==> src/design/exec_subset_pkg.sv <==
package exec_subset_pkg;
  // opcode selector presented with each instruction strobe
  localparam logic [2:0] OP_NONE = 3'h0;
  localparam logic [2:0] OP_SLEEP = 3'h1;
  localparam logic [2:0] OP_RETURN = 3'h2;
  localparam logic [2:0] OP_ROTATE = 3'h3;
  localparam logic [2:0] OP_SUB_LIT = 3'h4;
  localparam logic [2:0] OP_SUB_FILE = 3'h5;
  // operand widths and reset values
  localparam int DATA_W = 8;
  localparam int ADDR_W = 7;
  localparam int PC_W = 13;
  localparam int WDT_W = 8;
  localparam int PRE_W = 8;
  localparam logic [7:0] ACC_RESET = 8'h00;
  localparam logic [7:0] WDT_CLEAR = 8'h00;
  localparam logic [7:0] PRE_CLEAR = 8'h00;
  localparam logic [12:0] PC_RESET = 13'h0000;
  // bit positions used by the arithmetic
  localparam int MSB = 7;
  localparam int NIB = 4;
  localparam int LSB = 0;
  // prescaler value on which the watchdog counter steps
  localparam logic [7:0] PRE_LAST = 8'hFF;
  // destination select values
  localparam logic DEST_ACC = 1'b0;
  localparam logic DEST_FILE = 1'b1;
  // a return occupies two instruction cycles
  localparam int RETURN_CYCLES = 2;
endpackage

==> src/design/cpu_instr_exec_subset.sv <==
`timescale 1ns/100ps
// Summary of operation
// - power-down instruction clears the power-down status flag
// - power-down instruction sets the time-out status flag
// - power-down instruction zeroes watchdog counter and its prescaler
// - after power-down the core sleeps with oscillator halted, no operands
// - return pops the stack into the program counter, flags unchanged
// - return takes two instruction cycles
// - rotate right through carry; only carry changes; file address 0..127
// - destination bit 0 writes accumulator, 1 writes file register
// - literal minus accumulator, two's complement, result in accumulator
// - file register minus accumulator, two's complement, address 0..127
module cpu_instr_exec_subset
  import exec_subset_pkg::*;
(
  // clock and reset
  input wire logic clk_in,
  input wire logic reset_n_in,
  // instruction stream
  input wire logic instr_valid_in,
  input wire logic [2:0] opcode_in,
  input wire logic [7:0] literal_in,
  input wire logic [6:0] file_addr_in,
  input wire logic dest_in,
  output logic busy_out,
  // register file read port, combinational read
  output logic [6:0] file_raddr_out,
  input wire logic [7:0] file_rdata_in,
  // register file write port
  output logic file_we_out,
  output logic [6:0] file_waddr_out,
  output logic [7:0] file_wdata_out,
  // stack
  input wire logic [12:0] stack_top_in,
  output logic stack_pop_out,
  // wake from sleep
  input wire logic wake_in,
  // architectural state
  output logic [7:0] acc_out,
  output logic [12:0] program_counter_out,
  output logic carry_flag_out,
  output logic digit_carry_flag_out,
  output logic zero_flag_out,
  output logic timeout_flag_n_out,
  output logic powerdown_flag_n_out,
  output logic [7:0] watchdog_counter_out,
  output logic [7:0] watchdog_prescaler_out,
  output logic sleep_out,
  output logic osc_enable_out
);

  typedef enum logic [1:0] {RUN, RET_WAIT, ASLEEP} state_t;
  state_t state;

  // subtract a - b: {carry(not borrow), digit carry, result}
  function automatic logic [9:0] sub8(input logic [7:0] a,
                                      input logic [7:0] b);
    logic [8:0] full;
    logic [4:0] low;
    full = {1'b0, a} + {1'b0, ~b} + 9'h001;
    low = {1'b0, a[NIB-1:0]} + {1'b0, ~b[NIB-1:0]} + 5'h01;
    sub8 = {full[DATA_W], low[NIB], full[MSB:0]};
  endfunction

  logic take;
  logic [9:0] sub_res;
  logic [7:0] rot_res;
  logic [7:0] result;

  // new instructions only accepted while running
  assign take = instr_valid_in && state == RUN;
  assign busy_out = state != RUN;
  assign file_raddr_out = file_addr_in;

  // operand path for the data instructions
  always_comb
  begin
    sub_res = (opcode_in == OP_SUB_LIT) ? sub8(literal_in, acc_out)
                                        : sub8(file_rdata_in, acc_out);
    rot_res = {carry_flag_out, file_rdata_in[MSB:1]};
    result = (opcode_in == OP_ROTATE) ? rot_res : sub_res[MSB:0];
  end

  // sequencing: return stall and sleep
  always_ff @(posedge clk_in or negedge reset_n_in)
  begin
    if (!reset_n_in)
      state <= RUN;
    else
      case (state)
        RUN:
        begin
          if (take && opcode_in == OP_RETURN)
            state <= RET_WAIT;
          else if (take && opcode_in == OP_SLEEP)
            state <= ASLEEP;
        end
        RET_WAIT: state <= RUN;
        ASLEEP:
        begin
          if (wake_in)
            state <= RUN;
        end
        default: state <= RUN;
      endcase
  end

  assign sleep_out = state == ASLEEP;
  assign osc_enable_out = state != ASLEEP;

  // program counter: return loads stack top, others step by one
  always_ff @(posedge clk_in or negedge reset_n_in)
  begin
    if (!reset_n_in)
      program_counter_out <= PC_RESET;
    else if (take && opcode_in == OP_RETURN)
      program_counter_out <= stack_top_in;
    else if (take)
      program_counter_out <= program_counter_out + 13'h0001;
  end

  // stack pop pulse, one cycle with the return
  always_ff @(posedge clk_in or negedge reset_n_in)
  begin
    if (!reset_n_in)
      stack_pop_out <= 1'b0;
    else
      stack_pop_out <= take && opcode_in == OP_RETURN;
  end

  // accumulator
  always_ff @(posedge clk_in or negedge reset_n_in)
  begin
    if (!reset_n_in)
      acc_out <= ACC_RESET;
    else if (take && opcode_in == OP_SUB_LIT)
      acc_out <= sub_res[MSB:0];
    else if (take && dest_in == DEST_ACC &&
             (opcode_in == OP_ROTATE || opcode_in == OP_SUB_FILE))
      acc_out <= result;
  end

  // file register write back
  always_ff @(posedge clk_in or negedge reset_n_in)
  begin
    if (!reset_n_in)
    begin
      file_we_out <= 1'b0;
      file_waddr_out <= 7'h00;
      file_wdata_out <= 8'h00;
    end
    else
    begin
      file_we_out <= take && dest_in == DEST_FILE &&
        (opcode_in == OP_ROTATE || opcode_in == OP_SUB_FILE);
      file_waddr_out <= file_addr_in;
      file_wdata_out <= result;
    end
  end

  // arithmetic flags; return and sleep leave them alone
  always_ff @(posedge clk_in or negedge reset_n_in)
  begin
    if (!reset_n_in)
    begin
      carry_flag_out <= 1'b0;
      digit_carry_flag_out <= 1'b0;
      zero_flag_out <= 1'b0;
    end
    else if (take && opcode_in == OP_ROTATE)
      carry_flag_out <= file_rdata_in[LSB];
    else if (take && (opcode_in == OP_SUB_LIT ||
                      opcode_in == OP_SUB_FILE))
    begin
      carry_flag_out <= sub_res[DATA_W+1];
      digit_carry_flag_out <= sub_res[DATA_W];
      zero_flag_out <= sub_res[MSB:0] == 8'h00;
    end
  end

  // status bits; reset state is a fresh power-up
  always_ff @(posedge clk_in or negedge reset_n_in)
  begin
    if (!reset_n_in)
    begin
      timeout_flag_n_out <= 1'b1;
      powerdown_flag_n_out <= 1'b1;
    end
    else if (take && opcode_in == OP_SLEEP)
    begin
      powerdown_flag_n_out <= 1'b0;
      timeout_flag_n_out <= 1'b1;
    end
  end

  // watchdog: cleared by sleep, otherwise counts while oscillator runs;
  // the counter wraps freely; nothing sets the time-out flag on a wrap
  always_ff @(posedge clk_in or negedge reset_n_in)
  begin
    if (!reset_n_in)
    begin
      watchdog_counter_out <= WDT_CLEAR;
      watchdog_prescaler_out <= PRE_CLEAR;
    end
    else if (take && opcode_in == OP_SLEEP)
    begin
      watchdog_counter_out <= WDT_CLEAR;
      watchdog_prescaler_out <= PRE_CLEAR;
    end
    else if (state != ASLEEP)
    begin
      watchdog_prescaler_out <= watchdog_prescaler_out + 8'h01;
      if (watchdog_prescaler_out == PRE_LAST)
        watchdog_counter_out <= watchdog_counter_out + 8'h01;
    end
  end

  // checks
  property p_pd_clear;
    @(posedge clk_in) disable iff (!reset_n_in)
    take && opcode_in == OP_SLEEP |=> !powerdown_flag_n_out;
  endproperty
  a_pd_clear: assert property (p_pd_clear)
    else $error("power-down flag not cleared by sleep");

  property p_to_set;
    @(posedge clk_in) disable iff (!reset_n_in)
    take && opcode_in == OP_SLEEP |=> timeout_flag_n_out;
  endproperty
  a_to_set: assert property (p_to_set)
    else $error("time-out flag not set by sleep");

  property p_wdt_clear;
    @(posedge clk_in) disable iff (!reset_n_in)
    take && opcode_in == OP_SLEEP |=>
      watchdog_counter_out == WDT_CLEAR &&
      watchdog_prescaler_out == PRE_CLEAR;
  endproperty
  a_wdt_clear: assert property (p_wdt_clear)
    else $error("watchdog not cleared by sleep");

  property p_sleep_osc;
    @(posedge clk_in) disable iff (!reset_n_in)
    take && opcode_in == OP_SLEEP |=>
      sleep_out && !osc_enable_out ##1 (sleep_out || $past(wake_in));
  endproperty
  a_sleep_osc: assert property (p_sleep_osc)
    else $error("sleep did not halt the oscillator");

  property p_ret_pc;
    @(posedge clk_in) disable iff (!reset_n_in)
    take && opcode_in == OP_RETURN |=>
      program_counter_out == $past(stack_top_in) && stack_pop_out &&
      $stable(carry_flag_out) && $stable(zero_flag_out);
  endproperty
  a_ret_pc: assert property (p_ret_pc)
    else $error("return did not load stack top");

  property p_ret_two;
    @(posedge clk_in) disable iff (!reset_n_in)
    take && opcode_in == OP_RETURN |=> busy_out ##1 !busy_out;
  endproperty
  a_ret_two: assert property (p_ret_two)
    else $error("return not two cycles");

  property p_rot;
    @(posedge clk_in) disable iff (!reset_n_in)
    take && opcode_in == OP_ROTATE && dest_in == DEST_ACC |=>
      acc_out == {$past(carry_flag_out), $past(file_rdata_in[MSB:1])} &&
      carry_flag_out == $past(file_rdata_in[LSB]) &&
      $stable(zero_flag_out);
  endproperty
  a_rot: assert property (p_rot)
    else $error("rotate result wrong");

  property p_dest_file;
    @(posedge clk_in) disable iff (!reset_n_in)
    take && opcode_in == OP_SUB_FILE && dest_in == DEST_FILE |=>
      file_we_out && $stable(acc_out) &&
      file_waddr_out == $past(file_addr_in);
  endproperty
  a_dest_file: assert property (p_dest_file)
    else $error("file destination not written");

  property p_sublit;
    @(posedge clk_in) disable iff (!reset_n_in)
    take && opcode_in == OP_SUB_LIT |=>
      acc_out == 8'($past(literal_in) - $past(acc_out)) && !file_we_out;
  endproperty
  a_sublit: assert property (p_sublit)
    else $error("literal subtract wrong");

  property p_subfile;
    @(posedge clk_in) disable iff (!reset_n_in)
    take && opcode_in == OP_SUB_FILE && dest_in == DEST_FILE |=>
      file_wdata_out == 8'($past(file_rdata_in) - $past(acc_out));
  endproperty
  a_subfile: assert property (p_subfile)
    else $error("file subtract wrong");

  property p_sub_flags;
    @(posedge clk_in) disable iff (!reset_n_in)
    take && opcode_in == OP_SUB_LIT |=>
      carry_flag_out == ($past(literal_in) >= $past(acc_out)) &&
      digit_carry_flag_out ==
        ($past(literal_in[NIB-1:0]) >= $past(acc_out[NIB-1:0])) &&
      zero_flag_out == ($past(literal_in) == $past(acc_out));
  endproperty
  a_sub_flags: assert property (p_sub_flags)
    else $error("subtract flags wrong");

  c_sleep: cover property (@(posedge clk_in) disable iff (!reset_n_in)
    take && opcode_in == OP_SLEEP ##[1:20] wake_in);
  c_ret: cover property (@(posedge clk_in) disable iff (!reset_n_in)
    take && opcode_in == OP_RETURN);
  c_borrow: cover property (@(posedge clk_in) disable iff (!reset_n_in)
    take && opcode_in == OP_SUB_FILE ##1 !carry_flag_out);
  c_rot_file: cover property (@(posedge clk_in) disable iff (!reset_n_in)
    take && opcode_in == OP_ROTATE && dest_in == DEST_FILE);

endmodule

==> config.mk <==
export PLATFORM = sky130hd
export DESIGN_NAME = cpu_instr_exec_subset
export DESIGN_NICKNAME = d
export VERILOG_FILES = /design/src/design/exec_subset_pkg.sv /design/src/design/cpu_instr_exec_subset.sv
export SDC_FILE = /design/constraint.sdc
export NUM_CORES = 1
export LEC_CHECK = 0
export BUFFER_PORTS_ARGS = -buffer_cell sky130_fd_sc_hd__buf_2
export CORE_AREA = 5 5 100 92
export CTS_CLUSTER_DIAMETER = 50
export CTS_CLUSTER_SIZE = 14
export DETAILED_ROUTE_END_ITERATION = 10
export DIE_AREA = 0 0 105 97
export GPL_TIMING_DRIVEN = 0
export HOLD_SLACK_MARGIN = 0.1
export PLACE_DENSITY = 0.73
export SLEW_MARGIN = 5
export SYNTH_ARGS = -nofsm -noshare
export SYNTH_HDL_FRONTEND = slang
export SYNTH_SLANG_ARGS = --single-unit
export TNS_END_PERCENT = 20
==> constraint.sdc <==
create_clock -name clk_in -period 5.15 [get_ports clk_in]
set_input_delay 0.2575 -clock clk_in [delete_from_list [all_inputs] [get_ports clk_in]]
set_output_delay 0.2575 -clock clk_in [all_outputs]
set_load 0.02 [all_outputs]
Word level (Yosys, flattened, before mapping)

Index checks and enable logic that the tools add are counted.

Flip-flop bits (word level): 60
Output and inout port bits: 69

Reductions and logical operators: 23
Multiplexer cells: 17
Add/sub/neg operators: 11
Bitwise operators: 4
Equal/unequal tests: 10

Operators with widths:

| operator                                               | number |
|---|---|
| two-way mux 8 bit                                      | 8 |
| two-way mux 13 bit                                     | 2 |
| adder 8 x 8 -> 9 bit                                   | 2 |
| adder 9 x 1 -> 9 bit (second input constant)           | 2 |
| adder 8 x 1 -> 8 bit (second input constant)           | 2 |
| adder 13 x 1 -> 13 bit (second input constant)         | 1 |
| nonzero test 2 bit                                     | 6 |
| adder 4 x 4 -> 5 bit                                   | 2 |
| adder 5 x 1 -> 5 bit (second input constant)           | 2 |
| logical AND 1 bit                                      | 10 |
| two-way mux 10 bit                                     | 1 |
| equality test 8 bit (second input constant)            | 1 |
| logical NOT 8 bit                                      | 1 |
| inverter 8 bit                                         | 1 |
| equality test 3 x 2 -> 1 bit (second input constant)   | 2 |
| equality test 3 bit (second input constant)            | 2 |
| two-way mux 2 bit                                      | 3 |
| AND reduction 2 bit                                    | 3 |
| inequality test 2 bit (second input constant)          | 2 |
| inverter 4 bit                                         | 1 |
| case mux 2 bit (2 select lines)                        | 1 |
| equality test 3 x 1 -> 1 bit (second input constant)   | 1 |
| inequality test 3 x 1 -> 1 bit (second input constant) | 1 |
| equality test 2 bit (second input constant)            | 1 |
| 4 further kinds                                        | 7 |

Depth between registers and ports, before layout

Depth in word-level cells: 7
Gate-level depth with buffers: 10
Depth with buffers taken out: 10

Worst setup path before layout

No wires, ideal clock.

Kind: reg-to-reg
Start: register acc_out[0]
End: register zero_flag_out
Setup time: 0.095 ns
Arrival: 2.261 ns
Path buffers: 0
Period minus slack after synthesis: 2.357 ns
Setup slack: 2.793 ns
Stages on the path, launching flop included: 10
Cell sequence: dfrtp_1 ha_1 inv_1 fa_1 a21o_1 a21oi_1 xor2_1 mux2i_1 a2111o_1 o31ai_1

Word-level cells in the longest chain between the ends: 5

Ends and longest elaborated chain:

| what                   | RTL line                     | text |
|---|---|---|
| from (decl)            | cpu_instr_exec_subset.sv:39  | `output logic [7:0] acc_out,` |
| from (signal assigned) | cpu_instr_exec_subset.sv:137 | `acc_out <= sub_res[MSB:0];` |
| from (signal assigned) | cpu_instr_exec_subset.sv:140 | `acc_out <= result;` |
| inverter 8 bit (*)     | cpu_instr_exec_subset.sv:60  | `full = {1'b0, a} + {1'b0, ~b} + 9'h001;` |
| adder 8 x 8 -> 9 bit   | cpu_instr_exec_subset.sv:60  |  |
| adder 9 x 1 -> 9 bit   | cpu_instr_exec_subset.sv:60  |  |
| two-way mux 10 bit (*) | cpu_instr_exec_subset.sv:78  | `sub_res = (opcode_in == OP_SUB_LIT) ? sub8(literal_in, acc_out)` |
| logical NOT 8 bit (*)  | cpu_instr_exec_subset.sv:177 | `zero_flag_out <= sub_res[MSB:0] == 8'h00;` |
| to (signal assigned)   | cpu_instr_exec_subset.sv:168 | `zero_flag_out <= 1'b0;` |
| to (signal assigned)   | cpu_instr_exec_subset.sv:177 |  |
| to (decl)              | cpu_instr_exec_subset.sv:43  | `output logic zero_flag_out,` |

Mark *: on every way between the ends. The rest lies on a longest branch, timed or not.
A chain may end at the register's enable or synchronous reset.

Worst setup path in the final report

Ends and elaborated chain as after synthesis.

==> flow_metrics.env <==
export IMPL_clk_pin_slew_worst_paths_ps=70
export IMPL_r2r_end="zero_flag_out$_DFFE_PN0P_"
export IMPL_status="finished clean"
export IMPL_first_global_vias=3434
export IMPL_first_pass_iters=4
export IMPL_syn_to_final_growth_pct=25.9
export IMPL_critical_path_class="flip-flop to flip-flop"
export IMPL_ys_flop_type="dfrtp_1"
export IMPL_switching_share_pct=45.8
export IMPL_mostFrequentLayoutCells="113 x buf_2, 59 x dfrtp_1, 44 x nor2_1, 38 x nand2_1, 26 x a21oi_1"
export IMPL_grt_pass1_wl_um=16600
export IMPL_pwr_share_seq_pct=31.9
export IMPL_antenna_found_initial=0
export IMPL_netSwitchingPower_mw=1.09
export IMPL_fmax_ghz=0.377
export IMPL_postCtsHoldBufs=9
export IMPL_synth_edf_count=0
export IMPL_drt_total_wl_um=9920
export IMPL_worstMarginPinSlew_ps=758
export IMPL_fillers=751
export IMPL_layout_commonest_cell="buf_2"
export IMPL_yosysWarnings=0
export IMPL_setup_viol=0
export IMPL_p_comb_share_pct=52.3
export IMPL_design_area_mm2=0.00461
export IMPL_min_from="dest_in"
export IMPL_hold_path_end="file_we_out$_DFF_PN0_"
export IMPL_clockBufferDepth=2
export IMPL_diodes=0
export IMPL_dpl_cell_area_mm2=0.00434
export IMPL_ant_nets=0
export IMPL_reg2reg_depth=9
export IMPL_place_gp_congestion=0.943
export IMPL_skew_ps=7.31
export IMPL_period_share_pct=51.5
export IMPL_drtIter0Drc=197
export IMPL_grt_ovfl_total=0
export IMPL_arrival_ps=2850
export IMPL_cts_buffers_inserted=9
export IMPL_cts_setup_buffers=0
export IMPL_cp_cell_sequence="ha_1 -> inv_1 -> fa_1 -> a211oi_1 -> o21ai_0 -> o2bb2a_1 -> o211ai_1 -> a2111o_1 -> o31ai_1"
export IMPL_hold_class="primary input to flip-flop"
export IMPL_h_tree_depth=3
export IMPL_portBuffers=111
export IMPL_crit_path_end_kind="flip-flop"
export IMPL_die_y_um=97
export IMPL_die_w_um=105
export IMPL_start_kind="flip-flop"
export IMPL_clkPwrFrac_pct=15.8
export IMPL_power_mw=2.39
export IMPL_cp_max_fo=6
export IMPL_core_mm2=0.00799
export IMPL_synth_async_reset_ratio_pct=100
export IMPL_worstReg2RegStart="acc_out[0]$_DFFE_PN0P_"
export IMPL_grt_max_degree=61
export IMPL_slowest_delay_ps=460
export IMPL_slowest_stage="dfrtp_1"
export IMPL_syn_num_nets=465
export IMPL_tritoncts="built"
export IMPL_num_rows=31
export IMPL_synthCells=398
export IMPL_fin_nets=596
export IMPL_slew_viol_final=0
export IMPL_viasPerCell=5.50
export IMPL_setup_tns_final_ps=0
export IMPL_drv_cap=0
export IMPL_synth_area_per_cell_um2=9.20
export IMPL_rsz0062_at_grt="no"
export IMPL_num_io_pins=113
export IMPL_slew_headroom_pct=49.5
export IMPL_clkLatencyLatePin_ps=340
export IMPL_wl_per_cell_um=15.7
export IMPL_drive_gt1_share_pct=28.5
export IMPL_layout_min_cycle_time_ps=2650
export IMPL_start_util_pct=45.8
export IMPL_die_area_mm2=0.0102
export IMPL_whs_path_depth=3
export IMPL_grtUsageTotal_pct=19.7
export IMPL_cts_sinks=60
export IMPL_hold_violations=0
export IMPL_cts_repair_resized=0
export IMPL_p_int_mw=1.29
export IMPL_synth_ff_latch_count=60
export IMPL_hpwl_um=7440
export IMPL_crit_required_ps=5350
export IMPL_synth_distinct_cells=57
export IMPL_multi_input_area_mm2=0.00199
export IMPL_rrSetupSlack_ps=2500
export IMPL_power_density_mw_per_mm2=518
export IMPL_syn_cell_area_mm2=0.00366
export IMPL_root_buffer="clkbuf_8"
export IMPL_routed_via_count=3480
export IMPL_power_leakage_nw=2.26
export IMPL_drc=0
export IMPL_seq_area_frac_synth_pct=41.0
export IMPL_max_vdd_ir_drop_uv=260
export IMPL_layout_area_seq_mm2=0.00150
-- critical path: cells and delay by family (launching register included) --
kind	cells	cell delay [ps]
fa+ha+maj	2	600
flops	1	460
compound gates	6	1420
buf+inv	1	40
-- kinds of logic after synthesis --
logic type      Yosys count  synth area share [%]
xor+xnor                 18                  4.31
simple gates            149                  20.6
compound gates          102                  18.5
other cells               1                 0.102
fa+ha+maj                23                  8.27
mux                       9                  2.63
buf+inv                  36                  4.61
flops                    60                  41.0
-- cell type report --
cell class	count	area share, %
Multi-Input combinational cell	302	43.2
Sequential cell	60	32.6
Timing Repair Buffer	120	14.1
Tap cell	99	2.69
Inverter	17	1.38
Buffer	19	2.28
Clock inverter	7	1.11
Clock buffer	9	2.69
-- cell usage after synthesis, types with 2 or more instances --
| cell type | count | area [um^2] |
|---|---|---|
| nor2_1 | 44 | 165 |
| inv_1 | 15 | 56.3 |
| or3b_1 | 2 | 17.5 |
| nor4_4 | 2 | 42.5 |
| nor2b_1 | 8 | 50.1 |
| nor3_1 | 10 | 50.1 |
| nand4_1 | 3 | 18.8 |
| o21ai_0 | 22 | 110 |
| ha_1 | 21 | 263 |
| xor2_1 | 13 | 114 |
| o21a_1 | 6 | 45.0 |
| nand2b_1 | 4 | 25.0 |
| and3_1 | 6 | 37.5 |
| o22ai_1 | 7 | 43.8 |
| mux2i_1 | 4 | 40.0 |
| fa_1 | 2 | 40.0 |
| or3_1 | 3 | 18.8 |
| buf_4 | 8 | 60.1 |
| inv_2 | 2 | 7.51 |
| clkbuf_1 | 8 | 30.0 |
| o31a_1 | 2 | 17.5 |
| mux2_2 | 4 | 45.0 |
| nand3_1 | 18 | 90.1 |
| o211ai_1 | 4 | 30.0 |
| xnor2_1 | 5 | 43.8 |
| dfrtp_1 | 59 | 1480 |
| a2bb2oi_1 | 4 | 35.0 |
| a21o_1 | 5 | 37.5 |
| a22o_1 | 2 | 17.5 |
| buf_2 | 3 | 15.0 |
| a31oi_1 | 2 | 12.5 |
| a21oi_1 | 26 | 130 |
| a221o_1 | 6 | 60.1 |
| a22oi_1 | 2 | 15.0 |
| or4_1 | 2 | 15.0 |
| nand3b_1 | 3 | 22.5 |
| o31ai_1 | 2 | 15.0 |
| a211oi_1 | 3 | 22.5 |
| nand2_1 | 38 | 143 |
-- registers in the layout, indices dropped and copies added, names as in the netlist --
signal,flops
zero_flag_out,1
state,2
watchdog_prescaler_out,8
digit_carry_flag_out,1
file_we_out,1
file_wdata_out,8
stack_pop_out,1
program_counter_out,13
acc_out,8
powerdown_flag_n_out,1
carry_flag_out,1
file_waddr_out,7
watchdog_counter_out,8
-- power by group through the flow --
stage	Clock [mW]	Combinational, mW	Sequential (mW)
2_1_floorplan	0	0.695	0.927
3_3_place_gp	0	1.21	0.758
3_5_place_dp	0	1.23	0.767
4_1_cts	0.392	1.25	0.758
5_1_grt	0.412	1.38	0.785
6_report	0.378	1.25	0.760
-- metal layers --
layer / track usage [%] / wire length (um) / vias to the layer above
met5: 0 / 0 / -
met4: 6.10 / 124 / 0
met3: 4.99 / 727 / 13
met2: 30.9 / 4710 / 133
met1: 26.7 / 4370 / 1646
li1: - / - / 1688
-- worst max path at each step --
stage / from / endpoint / slack (ps) / cells past startpoint
floorplan: acc_out[0]$_DFFE_PN0P_ / zero_flag_out$_DFFE_PN0P_ / 2790 / 9
global placement: acc_out[0]$_DFFE_PN0P_ / zero_flag_out$_DFFE_PN0P_ / 2590 / 9
detailed placement: acc_out[0]$_DFFE_PN0P_ / zero_flag_out$_DFFE_PN0P_ / 2550 / 9
CTS: acc_out[0]$_DFFE_PN0P_ / zero_flag_out$_DFFE_PN0P_ / 2510 / 9
global route: acc_out[0]$_DFFE_PN0P_ / zero_flag_out$_DFFE_PN0P_ / 2360 / 9
finish: acc_out[0]$_DFFE_PN0P_ / zero_flag_out$_DFFE_PN0P_ / 2500 / 9
-- metrics by stage --
stage	hold slack [ps]	util (%)	std cells	setup slack (ps)
3_5_place_dp	382	54.4	608	2550
4_1_cts	139	57.7	633	2510
6_report	155	57.7	633	2500
2_1_floorplan	-38.1	-	398	2790
3_3_place_gp	379	54.3	608	2590
5_1_grt	151	57.7	633	2360
No activity file was read; power rests on OpenSTA's default activity.
